[src/kpm_pkg.sv]
// Purpose: Shared constants for the private key entry manage decoder
// Assumes: APB register access, 32-bit data, one aligned word per register
// Notes: Status codes and field positions are named once here
package kpm_pkg;
    // ======================================================
    // Command framing
    localparam logic [7:0] CMD_CODE = 8'h46;
    localparam logic [7:0] ACT_GEN = 8'h00;
    localparam logic [7:0] ACT_IMPORT = 8'h01;
    localparam logic [7:0] ACT_META = 8'h02;
    localparam logic [7:0] CURVE_A = 8'h0c;
    localparam logic [7:0] CURVE_B = 8'h0d;
    localparam logic [2:0] SLOT_MAX = 3'h4;
    localparam logic [7:0] HDR_LEN = 8'h0b;
    localparam logic [7:0] IMPORT_LEN = 8'h2b;
    localparam logic [7:0] PUBKEY_LEN = 8'h41;
    localparam logic [7:0] PUBKEY_LEAD = 8'h04;
    // ======================================================
    // Field layouts
    localparam logic [7:0] SLOT_RSV_MASK = 8'hf8;
    localparam logic [15:0] POL_RSV_MASK = 16'h7ec3;
    localparam int POL_FREEZE = 15;
    localparam int POL_AUTH = 8;
    localparam int POL_SDM = 5;
    localparam int POL_SIGN = 4;
    localparam int POL_DH = 3;
    localparam int POL_SIGMA = 2;
    localparam logic [15:0] POL_SIGNTYPE = 16'h0134;
    localparam logic [7:0] UPD_RSV_MASK = 8'hc0;
    // ======================================================
    // Status words (second byte)
    localparam logic [7:0] ST_HIGH = 8'h91;
    localparam logic [7:0] ST_OK = 8'h00;
    localparam logic [7:0] ST_PARAM = 8'h9e;
    localparam logic [7:0] ST_LENGTH = 8'h7e;
    localparam logic [7:0] ST_DENIED = 8'h9d;
    localparam logic [7:0] ST_NOKEY = 8'h40;
    localparam logic [7:0] ST_FULL = 8'h0e;
    // ======================================================
    // Register byte addresses
    localparam logic [7:0] A_CMD = 8'h00;
    localparam logic [7:0] A_CTRL = 8'h04;
    localparam logic [7:0] A_STAT = 8'h08;
    localparam logic [7:0] A_RESP = 8'h0c;
    localparam logic [7:0] A_IRQ = 8'h10;
    localparam logic [7:0] A_MASK = 8'h14;
    localparam logic [7:0] A_PERM = 8'h18;
    localparam logic [7:0] A_PUB = 8'h1c;
    localparam logic [7:0] A_FREE = 8'h20;
    // ======================================================
    // Interrupt bits
    localparam int IRQ_DONE = 0;
    localparam int IRQ_ERR = 1;
    localparam int IRQ_OVF = 2;
endpackage : kpm_pkg

[src/private_key_entry_manage.sv]
// Purpose: Decode and check the private key entry manage command
// Assumes: Host pushes command bytes one per APB write; crypto is outside
// Notes: Slot table lives here; crypto and key storage sit outside
// Summary of operation
// First byte 0x46, then key slot byte
// Slot bits 7:3 zero, slots 0 to 4
// Action 0,1,2; import carries 32 key bytes
// Generate returns 65-byte key, lead 0x04
// Policy freeze, SIGMA bit, reserved bits zero
// Policy bit 8 gates self authentication
// Policy bit 5 gates secure dynamic messaging
// Policy bit 4 gates signing action 0x03
// Policy bit 3 gates key agreement 0x05
// Protection byte bits 7:6 zero, 5:4 mode
// Access condition bits 3:0 any value
// Four-byte limit, LSB first, zero disables
// DH with signing bits denied 0x9d
// Frozen limit change or unfreeze denied
// Empty slot 0x40; other curve 0x9d
// No free memory on create gives 0x0e
// Bad reserved, code or length: parameter error; a bad length gives 0x7e here
`timescale 1ns/1ps
`default_nettype none
module private_key_entry_manage (
    input wire logic pclk,
    input wire logic presetn,
    input wire logic psel,
    input wire logic penable,
    input wire logic pwrite,
    input wire logic [7:0] paddr,
    input wire logic [31:0] pwdata,
    output logic [31:0] prdata,
    output logic pready,
    output logic pslverr,
    input wire logic [7:0] pubkey_byte,
    input wire logic mem_free,
    output logic irq
);

    // ======================================================
    // Bus decode
    logic wr, rd;
    assign wr = psel && penable && pwrite;
    assign rd = psel && penable && !pwrite;
    assign pready = 1'b1;
    assign pslverr = 1'b0;

    // ======================================================
    // Per-slot storage
    logic [4:0] used_r;
    logic [7:0] curve_r [0:4];
    logic [15:0] pol_r [0:4];
    logic [7:0] prot_r [0:4];
    logic [31:0] lim_r [0:4];

    // Command capture state
    logic [7:0] cnt_r;
    logic [7:0] hdr_r [0:10];
    logic busy_r;
    logic [7:0] status_r;
    logic [7:0] pub_idx_r;
    logic [2:0] irq_st_r, irq_mask_r;
    logic [4:0] perm_slot_r;
    logic [2:0] perm_kind_r;

    logic push, start, fin;
    assign push = wr && paddr == kpm_pkg::A_CMD;
    assign start = wr && paddr == kpm_pkg::A_CTRL && pwdata[0];

    // Named header fields
    logic [7:0] slot_b, act_b, crv_b, upd_b;
    logic [15:0] pol_w;
    logic [31:0] lim_w;
    logic [2:0] sl;
    assign slot_b = hdr_r[1];
    assign act_b = hdr_r[2];
    assign crv_b = hdr_r[3];
    assign pol_w = {hdr_r[5], hdr_r[4]};
    assign upd_b = hdr_r[6];
    assign lim_w = {hdr_r[10], hdr_r[9], hdr_r[8], hdr_r[7]};
    assign sl = slot_b[2:0];

    // ======================================================
    // Byte collector; bytes beyond the header only counted
    always_ff @(posedge pclk or negedge presetn) begin
        if (!presetn) begin
            cnt_r <= 8'h00;
        end else if (fin) begin
            cnt_r <= 8'h00;
        end else if (push && cnt_r != 8'hff) begin
            cnt_r <= cnt_r + 8'h01;
        end
    end

    genvar gi;
    generate
        for (gi = 0; gi < 11; gi++) begin : g_hdr
            always_ff @(posedge pclk or negedge presetn) begin
                if (!presetn) begin
                    hdr_r[gi] <= 8'h00;
                end else if (push && cnt_r == 8'(gi)) begin
                    hdr_r[gi] <= pwdata[7:0];
                end
            end
        end
    endgenerate

    // ======================================================
    // Validation, priority: length/param, then DH policy, then slot state
    logic [7:0] chk;
    logic [7:0] want_len;
    always_comb begin
        want_len = (act_b == kpm_pkg::ACT_IMPORT) ? kpm_pkg::IMPORT_LEN
                                                  : kpm_pkg::HDR_LEN;
        chk = kpm_pkg::ST_OK;
        if (cnt_r != want_len) begin
            chk = kpm_pkg::ST_LENGTH;
        end else if (hdr_r[0] != kpm_pkg::CMD_CODE) begin
            chk = kpm_pkg::ST_PARAM;
        end else if ((slot_b & kpm_pkg::SLOT_RSV_MASK) != 8'h00
                     || sl > kpm_pkg::SLOT_MAX) begin
            chk = kpm_pkg::ST_PARAM;
        end else if (act_b > kpm_pkg::ACT_META) begin
            chk = kpm_pkg::ST_PARAM;
        end else if (crv_b != kpm_pkg::CURVE_A
                     && crv_b != kpm_pkg::CURVE_B) begin
            chk = kpm_pkg::ST_PARAM;
        end else if ((pol_w & kpm_pkg::POL_RSV_MASK) != 16'h0000) begin
            chk = kpm_pkg::ST_PARAM;
        end else if ((upd_b & kpm_pkg::UPD_RSV_MASK) != 8'h00) begin
            chk = kpm_pkg::ST_PARAM;
        end else if (pol_w[kpm_pkg::POL_DH]
                     && (pol_w & kpm_pkg::POL_SIGNTYPE) != 16'h0000) begin
            chk = kpm_pkg::ST_DENIED;
        end else if (act_b == kpm_pkg::ACT_META) begin
            if (!used_r[sl]) begin
                chk = kpm_pkg::ST_NOKEY;
            end else if (crv_b != curve_r[sl]) begin
                chk = kpm_pkg::ST_DENIED;
            end else if (pol_r[sl][kpm_pkg::POL_FREEZE]
                         && (!pol_w[kpm_pkg::POL_FREEZE]
                             || lim_w != lim_r[sl])) begin
                chk = kpm_pkg::ST_DENIED;
            end
        end else if (!used_r[sl] && !mem_free) begin
            chk = kpm_pkg::ST_FULL;
        end
    end
    assign fin = start && !busy_r;

    // ======================================================
    // Slot update only on a clean command
    logic commit;
    assign commit = fin && chk == kpm_pkg::ST_OK;
    generate
        for (gi = 0; gi < 5; gi++) begin : g_slot
            always_ff @(posedge pclk or negedge presetn) begin
                if (!presetn) begin
                    used_r[gi] <= 1'b0;
                    curve_r[gi] <= 8'h00;
                    pol_r[gi] <= 16'h0000;
                    prot_r[gi] <= 8'h00;
                    lim_r[gi] <= 32'h0000_0000;
                end else if (commit && sl == 3'(gi)) begin
                    used_r[gi] <= 1'b1;
                    curve_r[gi] <= crv_b;
                    pol_r[gi] <= pol_w;
                    prot_r[gi] <= upd_b;
                    lim_r[gi] <= lim_w;
                end
            end
        end
    endgenerate

    // ======================================================
    // Status word and public key stream; generate streams 65 bytes
    always_ff @(posedge pclk or negedge presetn) begin
        if (!presetn) begin
            status_r <= kpm_pkg::ST_OK;
            busy_r <= 1'b0;
            pub_idx_r <= 8'h00;
        end else if (fin) begin
            status_r <= chk;
            busy_r <= commit && act_b == kpm_pkg::ACT_GEN;
            pub_idx_r <= 8'h00;
        end else if (busy_r && rd && paddr == kpm_pkg::A_PUB) begin
            pub_idx_r <= pub_idx_r + 8'h01;
            if (pub_idx_r == kpm_pkg::PUBKEY_LEN - 8'h01) begin
                busy_r <= 1'b0;
            end
        end
    end

    // Lead byte is fixed; coordinates come from the crypto engine
    logic [7:0] pub_out;
    assign pub_out = (pub_idx_r == 8'h00) ? kpm_pkg::PUBKEY_LEAD
                                          : pubkey_byte;

    // ======================================================
    // Use permission lookup for the other command paths
    logic perm_ok;
    logic [15:0] perm_pol;
    // Stored policy of the slot asked about, from slot bits 2:0; slots 5 to 7 masked below
    assign perm_pol = pol_r[perm_slot_r[2:0]];
    always_comb begin
        case (perm_kind_r)
            3'h0: perm_ok = perm_pol[kpm_pkg::POL_AUTH];
            3'h1: perm_ok = perm_pol[kpm_pkg::POL_SDM];
            3'h2: perm_ok = perm_pol[kpm_pkg::POL_SIGN];
            3'h3: perm_ok = perm_pol[kpm_pkg::POL_DH];
            3'h4: perm_ok = perm_pol[kpm_pkg::POL_SIGMA];
            default: perm_ok = 1'b0;
        endcase
        if (perm_slot_r[2:0] > kpm_pkg::SLOT_MAX
            || !used_r[perm_slot_r[2:0]]) begin
            perm_ok = 1'b0;
        end
    end

    always_ff @(posedge pclk or negedge presetn) begin
        if (!presetn) begin
            perm_slot_r <= 5'h00;
            perm_kind_r <= 3'h0;
        end else if (wr && paddr == kpm_pkg::A_PERM) begin
            perm_slot_r <= pwdata[4:0];
            perm_kind_r <= pwdata[10:8];
        end
    end

    // ======================================================
    // Interrupts: set beats write-one-to-clear
    logic [2:0] ev;
    assign ev = {push && cnt_r == 8'hff, fin && chk != kpm_pkg::ST_OK, fin};
    always_ff @(posedge pclk or negedge presetn) begin
        if (!presetn) begin
            irq_st_r <= 3'h0;
        end else begin
            irq_st_r <= (irq_st_r & ~((wr && paddr == kpm_pkg::A_IRQ)
                         ? pwdata[2:0] : 3'h0)) | ev;
        end
    end
    always_ff @(posedge pclk or negedge presetn) begin
        if (!presetn) begin
            irq_mask_r <= 3'h0;
        end else if (wr && paddr == kpm_pkg::A_MASK) begin
            irq_mask_r <= pwdata[2:0];
        end
    end
    assign irq = |(irq_st_r & irq_mask_r);

    // ======================================================
    // Read mux, unmapped reads zero
    always_comb begin
        case (paddr)
            kpm_pkg::A_CTRL: prdata = {31'h0, busy_r};
            kpm_pkg::A_STAT: prdata = {16'h0, kpm_pkg::ST_HIGH, status_r};
            kpm_pkg::A_RESP: prdata = {24'h0, cnt_r};
            kpm_pkg::A_IRQ: prdata = {29'h0, irq_st_r};
            kpm_pkg::A_MASK: prdata = {29'h0, irq_mask_r};
            kpm_pkg::A_PERM: prdata = {31'h0, perm_ok};
            kpm_pkg::A_PUB: prdata = {24'h0, busy_r ? pub_out : 8'h00};
            kpm_pkg::A_FREE: prdata = {27'h0, used_r};
            default: prdata = 32'h0000_0000;
        endcase
    end
endmodule : private_key_entry_manage
`default_nettype wire

[config.mk]
export PLATFORM = sky130hd
export DESIGN_NAME = private_key_entry_manage
export DESIGN_NICKNAME = d
export VERILOG_FILES = /design/src/kpm_pkg.sv /design/src/private_key_entry_manage.sv
export SDC_FILE = /design/constraint.sdc
export NUM_CORES = 1
export LEC_CHECK = 0
export BUFFER_PORTS_ARGS = -buffer_cell sky130_fd_sc_hd__buf_2
export CAP_MARGIN = 20
export CORE_MARGIN = 1.5
export CORE_UTILIZATION = 65
export CTS_CLUSTER_DIAMETER = 30
export DETAILED_ROUTE_END_ITERATION = 10
export PLACE_DENSITY = 0.89
export SYNTH_ARGS = -nofsm -noshare
export SYNTH_HDL_FRONTEND = slang
export SYNTH_SLANG_ARGS = --single-unit
[constraint.sdc]
create_clock -name pclk -period 7.29 [get_ports pclk]
set_clock_uncertainty 0.1 [all_clocks]
set_input_delay 1.458 -clock pclk [delete_from_list [all_inputs] [get_ports pclk]]
set_output_delay 1.458 -clock pclk [all_outputs]
set_load 0.02 [all_outputs]
# Yosys cells after proc, flatten, opt, wreduce, memory -nomap -nowiden
# Index checks and enable logic that the tools add are counted.
# totals
regBits	410
mem_bits_rw	0
inputBits	54
mem_count	0
romBits	0
out_inout_bits	35
latchBits	0
# classes
eq_ne	37
n_mux	43
n_bitwise	6
div	0
multipliers	0
n_shift	0
order_cmp	7
n_addsub	2
n_reduce_logical	63
# ops
operator	count
$mux W8	20
$pmux W16 S8	1
$bmux W16 S3	2
$bmux W32 S3	1
$mux W32	2
$eq A8 B3 Y1 const B	5
$eq A8 B4 Y1 const B	5
$logic_not A8 Y1	5
$logic_and A1 B1 Y1	37
$eq A8 B5 Y1 const B	4
$mux W16	2
$ne A32 B32 Y1	1
$reduce_bool A16 Y1	2
$bmux W8 S3	1
$eq A8 B2 Y1 const B	3
$reduce_bool A8 Y1	3
$mux W9	2
$add A8 B1 Y8 const B	2
$eq A8 B1 Y1 const B	2
$ne A8 B4 Y1 const B	2
$eq A3 B2 Y1 const B	4
$eq A8 B6 Y1 const B	1
$eq A8 B7 Y1 const B	1
$eq A8 B8 Y1 const B	1
26 further kinds	49

# Logic depth before layout (Yosys ltp)
# depth
ltp_word	23
mapped_depth	15
ltp_nobuf	9

# Worst setup path after synthesis
# Ideal clock, no wire load.
# synth_path
path_kind	input port to output port
from	input port paddr[5]
to	output port prdata[0]
arrival_time_ps	3186
cell_stages	4
path_buffers	0
path_slack_ps	2546
cell_sequence	nor4b_1 -> nand2_1 -> or4_1 -> o21ai_0
# synth_between
elab_chain_cells	2
# synth_rtl
element	line	rtl
from (decl)	private_key_entry_manage.sv:30	input wire logic [7:0] paddr,
$eq A8 B6 Y1, or another cell as far along	private_key_entry_manage.sv:254	case (paddr)
$pmux W16 S8 *	private_key_entry_manage.sv:254	
to (decl)	private_key_entry_manage.sv:32	output logic [31:0] prdata,
# Every way passes the cells marked *; elsewhere a longest branch is shown, timed or not.

# Worst setup path in the final report
# layout_path
from	register hdr_r, in the netlist slot_b[1]
to	register lim_r[96] (netlist bit)
# layout_between
elab_chain_cells	22
# layout_rtl
element	line	rtl
from (decl)	private_key_entry_manage.sv:58	logic [7:0] hdr_r [0:10];
from (signal, indexed assignment)	private_key_entry_manage.sv:102	hdr_r[gi] <= pwdata[7:0];
$not A3 Y4 (implied by the code)	private_key_entry_manage.sv:138, private_key_entry_manage.sv:140, private_key_entry_manage.sv:142	
$bmux W32 S3	private_key_entry_manage.sv:142	|| lim_w != lim_r[sl])) begin
$mux W32 (implied by the code) (2 in a row)	private_key_entry_manage.sv:142	
$ne A32 B32 Y1	private_key_entry_manage.sv:142	
$logic_or A1 B1 Y1	private_key_entry_manage.sv:142	
$logic_and A1 B1 Y1	private_key_entry_manage.sv:141	&& (!pol_w[kpm_pkg::POL_FREEZE]
$mux W8	private_key_entry_manage.sv:140	end else if (pol_r[sl][kpm_pkg::POL_FREEZE]
$mux W8	private_key_entry_manage.sv:138	end else if (crv_b != curve_r[sl]) begin
[5 not listed]	n/a	
$mux W8	private_key_entry_manage.sv:125	end else if (crv_b != kpm_pkg::CURVE_A
$mux W8	private_key_entry_manage.sv:123	end else if (act_b > kpm_pkg::ACT_META) begin
$mux W8	private_key_entry_manage.sv:120	end else if ((slot_b & kpm_pkg::SLOT_RSV_MASK) != 8'h00
$mux W8	private_key_entry_manage.sv:118	end else if (hdr_r[0] != kpm_pkg::CMD_CODE) begin
$mux W8	private_key_entry_manage.sv:116	if (cnt_r != want_len) begin
$logic_not A8 Y1	private_key_entry_manage.sv:154	assign commit = fin && chk == kpm_pkg::ST_OK;
$logic_and A1 B1 Y1	private_key_entry_manage.sv:154	
$logic_and A1 B1 Y1 *	private_key_entry_manage.sv:164	end else if (commit && sl == 3'(gi)) begin
to (signal, indexed assignment)	private_key_entry_manage.sv:169	lim_r[gi] <= lim_w;
to (decl)	private_key_entry_manage.sv:54	logic [31:0] lim_r [0:4];
# Every way passes the cells marked *; elsewhere a longest branch is shown, timed or not. The select of a mux whose other input is x is not followed.
# A chain may end at the register's enable or synchronous reset.

==> results by group <==
Outcome
  – Status: finished, violations left
  – Failing checks: DRC

Critical path
  – Critical path launch point type: flop
  – Crit path max fanout: 47
  – CP endpoint kind: flop
  – CP arrival: 5.99 ns
  – Worst Setup Path Type: flop to flop
  – Critical path data required time: 7.64 ns

Power
  – Worst VDD drop: 0.000274 V
  – Flop pwr share: 0.375
  – Lkg Pwr: 9.51 nW
  – Sw Ratio: 0.214
  – Comb power frac: 0.017
  – PD cells: 264 nW/um^2
  – P_int: 0.00413 W
  – Clock share of power: 0.609
  – Switch Pwr: 0.00112 W

Logic synthesis
  – Synth warn: 0
  – Cell area after synthesis: 17400 sq um
  – Post-synth EDFFs: 0
  – Sequential share of the synthesized area: 0.507
  – Synth top area cells: dfrtp_1 51%, mux2_2 11%, mux2_1 7.8%, mux2i_1 4.5%, xnor2_1 1.9%
  – Ys flop type: dfrtp_1
  – Area leader, netlist: dfrtp_1
  – Post-synth ARST share: 1.00
  – Synth unique cells: 80
  – Post-synth top area share: 0.507
  – Syn avg cell area: 12.6 sq um
  – #FFs+latches synth: 353
  – Synth Instances: 1387

Finish
  – Fin nets: 1487
  – Layout cell share with drive strength beyond 1: 0.268
  – P&R area growth vs syn: 14.2%
  – Fillers: 1393
  – Antenna diodes: 0
  – Layout Cells excl Fill: 1812

Place
  – GP Congestion: 0.880
  – Hpwl dp: 24.5 mm
  – Placed insts: 1693
  – PortBufs: 44

Global routing
  – Pin count of the biggest net entering global routing: 134
  – Vias in the first global route: 13547
  – Tot GR Track Use: 0.349
  – Global-route wire length before repair: 75.2 mm
  – Initial antenna violation count: 2
  – Grt ovf: 0

Detailed routing
  – # DRC: 6
  – Initial DRT Pass Iterations: 8
  – DRT Wirelength: 46.6 mm
  – Post-DRT Antenna Nets: 0
  – DRT iter0 DRCs: 1133
  – Routed wire per std cell: 25.7 um
  – Routed vias: 12367
  – Avg Vias per Cell: 6.83

Timing
  – Relative slew slack: 0.257
  – Min Clock Period, post-route: 5.65 ns
  – Setup TNS: 0 ns
  – Pin slew with the least headroom to its limit: 1.10 ns
  – Max-slew violations: 0
  – Final period util: 0.774
  – Hold Fails Final Rpt: 0
  – Unrepaired setup endpoints after global routing: false
  – Max Freq: 177 MHz
  – Final setup viols: 0

Floorplan
  – Die W: 167 um
  – Row count: 59
  – Core area: 26200 sq um
  – IO Pins: 89
  – Initial Utilization: 0.665
  – DIE AREA: 27800 sq um
  – Die Ht: 167 um

Flow run
  – Maxcap violations: 0

Clock tree
  – Root buffer cell: clkbuf_16
  – PostCTS Resize Cnt: 0
  – CTS HTree Levels: 3
  – Post-CTS setup repair buffer count: 0
  – CTS tree: done
  – Clock transition at path regs: 0.05 ns
  – # clock sinks: 353
  – Longest Clk Path Bufs: 3
  – Cts bufs inserted: 67
  – CTS Hold Bufs: 0
  – Clk Latency, worst-skew pair: 0.58 ns

Min path
  – Worst Hold Class: flop to flop
==> routing by layer <==
| layer | part of all wire | wire, um | global-route usage | up-vias |
|---|---|---|---|---|
| met5 | 0.00028 | 13 | 0 | - |
| met4 | 0.055 | 2580 | 0.219 | 2 |
| met1 | 0.36 | 17000 | 0.424 | 6303 |
| met3 | 0.096 | 4470 | 0.0865 | 240 |
| met2 | 0.48 | 22500 | 0.563 | 752 |
| li1 | - | - | - | 5070 |
==> cell type report <==
cell class / count / area [sq um] / area share
multi-input cells: 917 / 7810 / 0.393
clock inverters: 30 / 434 / 0.0218
inverters: 20 / 75.1 / 0.00377
well taps: 335 / 419 / 0.0211
repair buffers: 68 / 410 / 0.0206
flip-flops and latches: 353 / 8840 / 0.444
clock buffers: 89 / 1900 / 0.0956
==> cells in the final DEF, fill, tap and decap left out, drive strengths merged, types with 10 or more instances in the layout <==
cell	netlist	final
nor2b	29	29
mux2	293	293
o22ai	16	16
inv	20	24
dfrtp	353	353
nand4	11	11
mux4	11	11
nor4	13	13
nor3b	12	12
mux2i	79	79
or2	18	18
buf	90	68
a21oi	33	33
nor3	23	23
nor2	49	49
clkinv	0	10
xor2	30	30
nand2	71	71
xnor2	37	37
o21ai	27	27
nand3	12	12
conb	2	23
clkbuf	28	89
==> path summary, 6_finish.rpt <==
kind | startpoint | end | slack [ns] | cells past startpoint
max reg2reg | slot_b[1] | lim_r[96] | 1.64 | 12
min reg2reg | curve_r[18] | curve_r[18] | 0.37 | 1
min | curve_r[18] | curve_r[18] | 0.37 | 1
max in group asynchronous | presetn | perm_kind_r[2] | 4.69 | 2
min in group asynchronous | presetn | curve_r[14] | 0.90 | 1
max | slot_b[1] | lim_r[96] | 1.64 | 12
==> power groups by stage <==
stage | logic (W) | registers [W] | clock network, W
after floorplan | 0.0000348 | 0.00200 | 0
final | 0.0000874 | 0.00197 | 0.00320
after global routing | 0.0000972 | 0.00197 | 0.00331
after CTS | 0.0000871 | 0.00197 | 0.00322
after global placement | 0.0000838 | 0.00200 | 0
after detailed placement | 0.0000853 | 0.00200 | 0
==> stage by stage <==
stage | instance area [sq um] | utilization | total power, W | worst slack [ns] | hold slack [ns]
global placement | 17600 | 0.670 | 0.00208 | 2.17 | 0.350
floorplan | 17500 | - | 0.00203 | 2.55 | 0.333
CTS | 19900 | 0.759 | 0.00528 | 1.80 | 0.367
global route | 19900 | 0.759 | 0.00538 | 1.63 | 0.387
detailed placement | 17600 | 0.670 | 0.00209 | 2.18 | 0.356
finish | 19900 | 0.759 | 0.00526 | 1.64 | 0.366
==> logic make-up (layout without fill, tap and decap cells) <==
kind of cell / count (synthesis) / in the layout / synth area share
mux: 383 / 383 / 0.249
flops: 353 / 353 / 0.507
simple gates: 280 / 280 / 0.0875
compound gates: 158 / 158 / 0.0651
buf+inv: 138 / 207 / 0.0528
xor+xnor: 67 / 67 / 0.0337
fa+ha+maj: 6 / 6 / 0.00431
other cells: 2 / 23 / 0.000431
==> critical path: stages, from the launching register on <==
cell and delay, ns:
dfrtp_4 0.73, buf_4 0.40, nor3b_2 0.60, buf_4 0.31, nand2_1 0.11, nand2_1 0.13
nand2_1 0.08, a2111oi_0 0.71, nand4_1 0.22, nand4bb_4 0.48, a2111oi_4 0.45, buf_4 0.72
mux2_2 0.43
==> cell usage after synthesis (all sizes together), types with 18 or more instances <==
library cell and instances:
mux2 293, nand2 71, inv 20, mux2i 79
nor2b 29, xnor2 37, clkbuf 28, nor2 49
o21ai 27, buf 90, a21oi 33, nor3 23
xor2 30, dfrtp 353, or2 18
==> state kept, by name, indices dropped and copies added, names as in the netlist, 7 cells and up <==
register,flops
pol_r,30
status_r,7
lim_r,160
slot_b,8
curve_r,40
cnt_r,8
hdr_r,56
crv_b,8
pub_idx_r,8
act_b,8
Power figures use the tool's default switching activity.
